[src/srb_pkg.sv]
// shared constants and state types for the bus sequencer
// assumes a single 100 MHz pclk; one sequencer state per pclk (half bus clock)
//
// Summary of operation
// - a read-modify-write runs indivisibly and never uses bursts
// - S0 of read: cycle start, operand start (first read only), lock; address, code, size, read
// - S1: address and data strobes on, cycle start indicators off
// - sample termination at S2, wait states until seen, latch data at S3
// - buffer enable is active from S2 of a read
// - S3 drops strobes; repeat S0-S3 per read; hold address for write part
// - idle states assert nothing new, stay read, data bus not driven
// - S5: address strobe and buffer enable asserted
// - write data in S6; wait states add data strobe; none at zero wait
// - S7 drops strobes, holds address and data; repeat per extra write
// - burst request on cachable read with enable set and miss or empty line
// - no burst request on first part of a line-crossing misaligned access
// - no burst request if cache off, frozen, or in read-modify-write
// - bursts need acknowledge; strobes and address held during the burst
// - latch a long word on each termination until four or abort
// - burst starts with request and acknowledge; request drops after third word
// - abort burst on cache inhibit, bus error, or early acknowledge loss
// - a burst counts as one cycle for halt and bus grant
// - bus error with halt during words two to four aborts, then halts
// - cache inhibit is latched at each recognized read termination; acknowledge is only sampled there
package srb_pkg;
   localparam logic [7:0] A_CTRL = 8'h00;
   localparam logic [7:0] A_CMD = 8'h04;
   localparam logic [7:0] A_ADDR = 8'h08;
   localparam logic [7:0] A_WDATA = 8'h0C;
   localparam logic [7:0] A_STAT = 8'h10;
   localparam logic [7:0] A_RDATA = 8'h14;
   localparam logic [3:0] A_LINE_HI = 4'h2;
   localparam int CTRL_W = 6;
   localparam int CT_DBE = 0, CT_IBE = 1, CT_DEN = 2;
   localparam int CT_IEN = 3, CT_DFZ = 4, CT_IFZ = 5;
   localparam int CMD_W = 15;
   localparam int C_RMW = 0, C_INS = 1, C_CI = 2, C_MISS = 3;
   localparam int C_INV = 4, C_XLINE = 5, C_RD = 6, C_WR = 8;
   localparam int C_FC = 10, C_SIZ = 13;
   localparam logic [CTRL_W-1:0] CTRL_RST = 6'h00;
   localparam logic [1:0] LAST_WORD = 2'h3;
   localparam logic [1:0] THIRD_WORD = 2'h2;
   typedef enum logic [3:0] {
      ST_IDLE = 4'h0, ST_RD0 = 4'h1, ST_RD1 = 4'h2, ST_RD2 = 4'h3,
      ST_RDW = 4'h4, ST_RD3 = 4'h5, ST_IDL0 = 4'h6, ST_IDL1 = 4'h7,
      ST_WR4 = 4'h8, ST_WR5 = 4'h9, ST_WR6 = 4'hA, ST_WRW = 4'hB,
      ST_WR7 = 4'hC, ST_BRS = 4'hD, ST_BRW = 4'hE, ST_HALT = 4'hF
   } srb_st_e;
   typedef struct packed {
      srb_st_e st;
      logic [CTRL_W-1:0] ctrl;
      logic [CMD_W-1:0] cmd;
      logic [31:0] addr;
      logic [31:0] wdata;
      logic [31:0] rdata;
      logic [3:0][31:0] line;
      logic [1:0] cnt;
      logic [1:0] rd_left;
      logic [1:0] wr_left;
      logic breq;
      logic first;
      logic ds_w;
      logic cio;
      logic busreq;
      logic f_bus_error_in;
      logic f_unc;
      logic f_babort;
      logic f_rej;
   } srb_state_s;
endpackage

[src/srb_bus_seq.sv]
// synchronous read-modify-write and burst fill bus sequencer, apb slave
// assumes synchronous inputs; each state is one pclk, i.e. half a bus clock
`timescale 1ns/100ps
module srb_bus_seq (
   // apb slave
   input wire logic pclk,
   input wire logic presetn,
   input wire logic psel,
   input wire logic penable,
   input wire logic pwrite,
   input wire logic [7:0] paddr,
   input wire logic [31:0] pwdata,
   output logic [31:0] prdata,
   output logic pready,
   output logic pslverr,
   // external bus outputs
   output logic [31:0] address,
   output logic [2:0] function_code,
   output logic [1:0] transfer_size,
   output logic read_not_write,
   output logic external_cycle_start,
   output logic operand_cycle_start,
   output logic locked_cycle_indicator,
   output logic address_strobe,
   output logic data_strobe,
   output logic data_buffer_enable,
   output logic cache_inhibit_out,
   output logic burst_request,
   output logic bus_clk_phase,
   output logic [31:0] data_o,
   output logic data_oe,
   // external bus inputs
   input wire logic [31:0] data_i,
   input wire logic sync_termination,
   input wire logic cache_inhibit_in,
   input wire logic burst_acknowledge,
   input wire logic bus_error_in,
   input wire logic halt_in,
   input wire logic bus_request,
   // arbitration and halt status
   output logic bus_grant,
   output logic halted
);
   import srb_pkg::*;

   srb_state_s s_q;
   srb_state_s s_d;
   logic acc;
   logic wr;
   logic can_start;
   logic [1:0] idx;
   logic in_rd_as;
   logic in_wr;

   ////////////////////////////////////////////////////////////////////////
   function automatic logic burst_ok(input logic [CMD_W-1:0] c,
                                     input logic [CTRL_W-1:0] k);
      logic ins;
      logic be;
      logic en;
      logic fz;
      ins = c[C_INS];
      be = ins ? k[CT_IBE] : k[CT_DBE];
      en = ins ? k[CT_IEN] : k[CT_DEN];
      fz = ins ? k[CT_IFZ] : k[CT_DFZ];
      // cachable read that misses or finds an empty line
      burst_ok = be & (c[C_MISS] | c[C_INV]) & !c[C_CI];
      burst_ok = burst_ok & !c[C_XLINE];
      burst_ok = burst_ok & en & !fz & !c[C_RMW];
   endfunction

   ////////////////////////////////////////////////////////////////////////
   assign acc = psel & penable;
   assign wr = acc & pwrite;
   // a burst is one cycle: grant or halt only between operations
   assign can_start = (s_q.st == ST_IDLE) & !s_q.busreq & !halt_in;
   // entry written is the starting long word plus words already taken
   assign idx = s_q.addr[3:2] + s_q.cnt;

   always_comb begin
      s_d = s_q;
      s_d.busreq = bus_request;
      if (wr && s_q.st == ST_IDLE) begin
         if (paddr == A_CTRL) begin
            s_d.ctrl = pwdata[CTRL_W-1:0];
         end
         if (paddr == A_ADDR) begin
            s_d.addr = pwdata;
         end
         if (paddr == A_WDATA) begin
            s_d.wdata = pwdata;
         end
      end
      unique case (s_q.st)
         ST_IDLE: begin
            if (halt_in) begin
               s_d.st = ST_HALT;
            end
         end
         ST_HALT: begin
            if (!halt_in) begin
               s_d.st = ST_IDLE;
            end
         end
         ST_RD0: begin
            s_d.st = ST_RD1;
         end
         ST_RD1: begin
            s_d.st = ST_RD2;
         end
         ST_RD2: begin
            if (bus_error_in) begin
               s_d.f_bus_error_in = 1'b1;
               s_d.breq = 1'b0;
               s_d.st = ST_RD3;
            end else if (sync_termination) begin
               // capture lands on the falling half that opens S3
               s_d.rdata = data_i;
               s_d.line[idx] = data_i;
               s_d.cnt = s_q.cnt + 2'h1;
               s_d.f_unc = s_q.f_unc | cache_inhibit_in;
               if (s_q.breq && burst_acknowledge && !cache_inhibit_in &&
                   !s_q.cmd[C_RMW]) begin
                  s_d.st = ST_BRW;
               end else begin
                  s_d.breq = 1'b0;
                  s_d.st = ST_RD3;
               end
            end else begin
               s_d.st = ST_RDW;
            end
         end
         ST_RDW: begin
            s_d.st = ST_RD2;
         end
         ST_RD3: begin
            s_d.breq = 1'b0;
            s_d.first = 1'b0;
            if (s_q.f_bus_error_in) begin
               s_d.st = ST_IDLE;
            end else if (s_q.rd_left != 2'h0) begin
               s_d.rd_left = s_q.rd_left - 2'h1;
               s_d.st = ST_RD0;
            end else if (s_q.cmd[C_RMW]) begin
               s_d.first = 1'b1;
               s_d.st = ST_IDL0;
            end else begin
               s_d.st = ST_IDLE;
            end
         end
         ST_IDL0: begin
            s_d.st = ST_IDL1;
         end
         ST_IDL1: begin
            s_d.st = ST_WR4;
         end
         ST_WR4: begin
            s_d.cio = s_q.cmd[C_CI];
            s_d.st = ST_WR5;
         end
         ST_WR5: begin
            s_d.st = ST_WR6;
         end
         ST_WR6: begin
            if (bus_error_in) begin
               s_d.f_bus_error_in = 1'b1;
               s_d.ds_w = 1'b0;
               s_d.st = ST_WR7;
            end else if (sync_termination) begin
               s_d.ds_w = 1'b0;
               s_d.st = ST_WR7;
            end else begin
               // only a stretched write shows the data strobe
               s_d.ds_w = 1'b1;
               s_d.st = ST_WRW;
            end
         end
         ST_WRW: begin
            s_d.st = ST_WR6;
         end
         ST_WR7: begin
            s_d.first = 1'b0;
            if (!s_q.f_bus_error_in && s_q.wr_left != 2'h0) begin
               s_d.wr_left = s_q.wr_left - 2'h1;
               s_d.st = ST_WR4;
            end else begin
               s_d.st = ST_IDLE;
            end
         end
         ST_BRW: begin
            s_d.st = ST_BRS;
         end
         ST_BRS: begin
            if (bus_error_in) begin
               // with halt too this is an error, not a retry
               s_d.f_bus_error_in = 1'b1;
               s_d.f_babort = 1'b1;
               s_d.breq = 1'b0;
               s_d.st = ST_RD3;
            end else if (sync_termination) begin
               s_d.rdata = data_i;
               s_d.line[idx] = data_i;
               s_d.cnt = s_q.cnt + 2'h1;
               s_d.f_unc = s_q.f_unc | cache_inhibit_in;
               if (s_q.cnt == THIRD_WORD) begin
                  s_d.breq = 1'b0;
               end
               if (s_q.cnt == LAST_WORD) begin
                  s_d.st = ST_RD3;
               end else if (cache_inhibit_in || !burst_acknowledge) begin
                  s_d.f_babort = 1'b1;
                  s_d.breq = 1'b0;
                  s_d.st = ST_RD3;
               end else begin
                  s_d.st = ST_BRW;
               end
            end else begin
               s_d.st = ST_BRW;
            end
         end
      endcase
      if (wr && paddr == A_CMD) begin
         if (can_start) begin
            s_d.cmd = pwdata[CMD_W-1:0];
            s_d.rd_left = pwdata[C_RD+1:C_RD];
            s_d.wr_left = pwdata[C_WR+1:C_WR];
            s_d.cio = pwdata[C_CI];
            s_d.breq = burst_ok(pwdata[CMD_W-1:0], s_q.ctrl);
            s_d.cnt = 2'h0;
            s_d.first = 1'b1;
            s_d.ds_w = 1'b0;
            s_d.f_bus_error_in = 1'b0;
            s_d.f_unc = 1'b0;
            s_d.f_babort = 1'b0;
            s_d.f_rej = 1'b0;
            s_d.st = ST_RD0;
         end else begin
            s_d.f_rej = 1'b1;
         end
      end
   end

   always_ff @(posedge pclk or negedge presetn) begin
      if (!presetn) begin
         s_q <= '0;
      end else begin
         s_q <= s_d;
      end
   end

   ////////////////////////////////////////////////////////////////////////
   // bus pins decoded from state
   assign in_rd_as = (s_q.st == ST_RD1) | (s_q.st == ST_RD2) |
                     (s_q.st == ST_RDW) | (s_q.st == ST_BRS) |
                     (s_q.st == ST_BRW);
   assign in_wr = (s_q.st == ST_WR4) | (s_q.st == ST_WR5) |
                  (s_q.st == ST_WR6) | (s_q.st == ST_WRW) |
                  (s_q.st == ST_WR7);
   assign address = s_q.addr;
   assign function_code = s_q.cmd[C_FC+2:C_FC];
   assign transfer_size = s_q.cmd[C_SIZ+1:C_SIZ];
   assign read_not_write = !in_wr;
   assign external_cycle_start = (s_q.st == ST_RD0) |
                                 (s_q.st == ST_WR4);
   assign operand_cycle_start = external_cycle_start & s_q.first;
   assign locked_cycle_indicator = s_q.cmd[C_RMW] &
                                   (s_q.st != ST_IDLE) &
                                   (s_q.st != ST_HALT);
   assign address_strobe = in_rd_as | (s_q.st == ST_WR5) |
                           (s_q.st == ST_WR6) | (s_q.st == ST_WRW);
   assign data_strobe = in_rd_as | s_q.ds_w;
   assign data_buffer_enable = (in_rd_as & (s_q.st != ST_RD1)) |
                               (in_wr & (s_q.st != ST_WR4));
   assign cache_inhibit_out = s_q.cio;
   assign burst_request = s_q.breq & in_rd_as;
   // bus clock high during the rising-edge states
   assign bus_clk_phase = (s_q.st == ST_RD0) | (s_q.st == ST_RD2) |
                          (s_q.st == ST_IDL0) | (s_q.st == ST_WR4) |
                          (s_q.st == ST_WR6) | (s_q.st == ST_BRS);
   assign data_o = s_q.wdata;
   // data bus left alone until S6 so the read cannot collide
   assign data_oe = (s_q.st == ST_WR6) | (s_q.st == ST_WRW) |
                    (s_q.st == ST_WR7);
   assign bus_grant = (s_q.st == ST_IDLE) & s_q.busreq;
   assign halted = (s_q.st == ST_HALT);

   ////////////////////////////////////////////////////////////////////////
   // apb read side, zero wait states
   assign pready = 1'b1;

   always_comb begin
      prdata = 32'h00000000;
      pslverr = 1'b0;
      if (paddr[7:4] == A_LINE_HI && paddr[1:0] == 2'h0) begin
         prdata = s_q.line[paddr[3:2]];
      end else begin
         unique case (paddr)
            A_CTRL: prdata = 32'(s_q.ctrl);
            A_CMD: prdata = 32'(s_q.cmd);
            A_ADDR: prdata = s_q.addr;
            A_WDATA: prdata = s_q.wdata;
            A_RDATA: prdata = s_q.rdata;
            A_STAT: prdata = {23'h000000, bus_grant, s_q.cnt, s_q.f_rej,
                              s_q.f_babort, s_q.f_unc, s_q.f_bus_error_in,
                              halted, (s_q.st != ST_IDLE) & !halted};
            default: pslverr = acc;
         endcase
      end
   end
endmodule

[config.mk]
export PLATFORM = sky130hd
export DESIGN_NAME = srb_bus_seq
export DESIGN_NICKNAME = d
export VERILOG_FILES = /design/src/srb_pkg.sv /design/src/srb_bus_seq.sv
export SDC_FILE = /design/constraint.sdc
export NUM_CORES = 1
export LEC_CHECK = 0
export BUFFER_PORTS_ARGS = -buffer_cell sky130_fd_sc_hd__buf_2
export CELL_PAD_IN_SITES_DETAIL_PLACEMENT = 1
export CELL_PAD_IN_SITES_GLOBAL_PLACEMENT = 1
export CORE_UTILIZATION = 35
export CTS_BUF_LIST = sky130_fd_sc_hd__clkbuf_8
export CTS_CLUSTER_SIZE = 28
export DETAILED_ROUTE_END_ITERATION = 8
export GPL_TIMING_DRIVEN = 0
export MAX_ROUTING_LAYER = met4
export PLACE_DENSITY = 0.68
export SYNTH_ARGS = -nofsm -noshare
export SYNTH_HDL_FRONTEND = slang
export SYNTH_SLANG_ARGS = --single-unit
[constraint.sdc]
create_clock -name pclk -period 6.8 [get_ports pclk]
set_input_delay 0 -clock pclk [delete_from_list [all_inputs] [get_ports pclk]]
set_output_delay 0 -clock pclk [all_outputs]
set_load 0.02 [all_outputs]
==> reports/results.txt <==
worst vdd ir = 0.138 mV
via count = 9599
clock sinks = 264
worst min path class = input pin to register
Filler Cell Count = 3930
Die X = 196 um
fmax = 293 MHz
Skew-Pair Late Insertion Delay = 610 ps
Worst Slack Setup Final = 3380 ps
Mapped Cells = 994
DP Cell Count = 1696
H-tree Lvls = 2
commonest non-fill, non-tap cells in the layout = 264 x dfrtp_1, 240 x mux2_2, 219 x buf_2
Remaining Overflow, GRT = 0
critical path required time = 6800 ps
initial detailed-routing violation count = 595
Clock Skew = 40.5 ps
crit start category = input pin
met3 WL = 1550 um
# nets final = 1401
critical path endpoint category = primary output
IO Port Bufs = 196
critical path class = input pin to primary output
Core Area = 36900 um2
EDFF count, synth = 0
root buffer cell = clkbuf_8
post-route insts no fill = 1855
max_cap viols = 0
TritonCTS clock tree = built
share of the synthesized area in the top cell type = 50.1%
total negative setup slack = 0 ps
layout cell share with drive strength beyond 1 = 48.3%
area growth from synthesis to layout = 25.3%
adder-cell share of the synthesized area = 0.379%
Clock Path Buffers = 3
post-DR wirelength/cell = 22.8 um
first drt pass iteration count = 5
Synth Area in Compound Gates = 6.99%
initial antenna violation count = 2
synth warn = 0
dominant synthesized flop cell = dfrtp_1
status = completed
routed vias/inst = 5.17
top sig layer = met4
Final period util = 50.3%
crit path DAT = 3420 ps
Setup-failing EPs final = 0
Synth area leaders = dfrtp_1 50%, mux2_2 20%, mux4_2 5.8%
max-slew violations = 0
largest net degree at the start of global routing = 113
PD cells = 294 nW/um2
xor-xnor portion of the synthesized cell area = 0.370%
synthesized area = 13200 um2
Die ar. = 38500 um2
Tot GR Track Use = 23.0%
Max transition margin = 5.09%
vias in the first global route = 10474
Residual DRC = 0
largest family of logic cells by synthesized area = multiplexers
Yosys cell types = 73
total power = 0.00485 W
number of routed nets with antenna violations = 0
Die Height = 196 um
Final Hold Fails = 0
RSZ-0062 raised after global routing = false
Mapped Nets = 1081
r2r setup slk = 3650 ps
fin crit period = 3420 ps
setup bufs post-CTS = 0
commonest non-fill, non-tap cell in the layout = dfrtp_1
cts repair resizes = 0
worst-path fanout max = 10
synthesized area per cell = 13.3 um2
register area share after synthesis = 50.1%
hpwl dp = 30200 um
Starting Density = 35.8%
cell taking the most area after synthesis = dfrtp_1
Rows = 70
WL met2 = 20100 um
asr flop ratio synth = 100%
Num CTS Buffers = 46
mux contribution to synthesized area = 29.7%
dpl ws = 3680 ps
IO Count = 199
actual slew at the worst max-slew pin = 1410 ps
DRT met1 WL = 19400 um
Final Wtd Congestion = 0.890
Total Wirelength = 42300 um
Clock transition at path regs = 60 ps
Simple-Gate Fraction of Synth Area = 6.00%
FF+latch count, synth = 264
Static Leakage = 8.25 nW
first-pass GRT wire length = 64900 um
## flip-flops by register name, summed over array words and instances, names as in the netlist
name / flops
s_q: 194
address: 32
function_code: 3
cache_inhibit_out: 1
data_o: 32
transfer_size: 2
## cell usage after synthesis (all sizes together) (2+ instances only)
cell type,number
nor4,5
o21ai,24
a21oi,20
nor3b,2
dfrtp,264
and3,5
and2,5
a32oi,4
inv,7
o21bai,4
mux2,249
ha,4
nor3,13
mux4,34
nand2,18
or3,5
nand3b,6
and3b,6
nand3,8
o211ai,3
a22o,8
o21a,3
mux2i,32
a31oi,4
a2111oi,2
or2,2
o2bb2ai,5
nor2b,10
o221ai,3
nor4b,2
a22oi,15
a221o,13
buf,111
a211oi,3
o31ai,4
nand2b,6
a21boi,2
nand4,5
clkbuf,27
nor2,26
xnor2,3
## per-layer routing
metal	GRT usage [%]	up-vias
li1	-	4278
met1	30.6	4999
met2	36.1	248
met3	3.40	74
met4	7.55	0
met5	-	-
## metrics by stage
step	util [%]	instance area [um2]	hold WS [ps]
after floorplan	-	13200	-296
after global placement	40.2	14800	121
after detailed placement	40.3	14900	37.6
after CTS	44.8	16500	3.29
after global routing	44.8	16500	50.6
final	44.8	16500	11.4
## area by class of cell
cell class | instances | area [um2] | area share (%)
Timing Repair Buffer | 272 | 1790 | 10.8
Antenna cell | 2 | 5.00 | 0.0303
Clock buffer | 58 | 798 | 4.83
Multi-Input combinational cell | 584 | 5740 | 34.7
Clock inverter | 25 | 111 | 0.674
Sequential cell | 264 | 6610 | 40.0
Tap cell | 504 | 631 | 3.81
Inverter | 8 | 30.0 | 0.182
Buffer | 138 | 830 | 5.02
## report_power, final
part	internal [W]	total, W	switching [W]	leakage, nW
registers	0.00196	0.00219	0.000223	3.54
logic	0.000641	0.00123	0.000593	4.17
clock network	0.000766	0.00143	0.000668	0.533
## worst max-delay path, cell delays in order
cell	delay [ps]
dlygate4sd3_1	550
buf_2	170
buf_1	260
nor4_2	1130
clkbuf_1	640
a22oi_1	300
o21ai_0	160
buf_2	190
## worst paths after layout
path / endpoint / from / depth (start not counted)
worst max-delay path: prdata[21] / paddr[5] / 8
worst min-delay path: s_q[11] / paddr[0] / 5
worst max register to register: s_q[140] / s_q[263] / 7
worst min register to register: s_q[103] / s_q[103] / 1
max in group asynchronous: data_o[29] / presetn / 4
min in group asynchronous: address[29] / presetn / 3
## cell families (layout without fill, tap and decap cells)
group | Yosys count | in the layout
muxes | 315 | 315
and+or+nand+nor | 132 | 132
AOI/OAI and AO/OA | 128 | 128
other | 1 | 3
buffers and inverters | 146 | 501
xor gates and xnor gates | 4 | 4
adders and majority gates | 4 | 4
DFF | 264 | 264
## repair_timing
| action | 4_1_cts | 5_1_grt |
|---|---|---|
| hold endpoints to repair | 413 | 0 |
| setup endpoints to repair | 0 | 0 |
| hold buffers | 74 | 0 |
(Power assumes the default switching activity.)
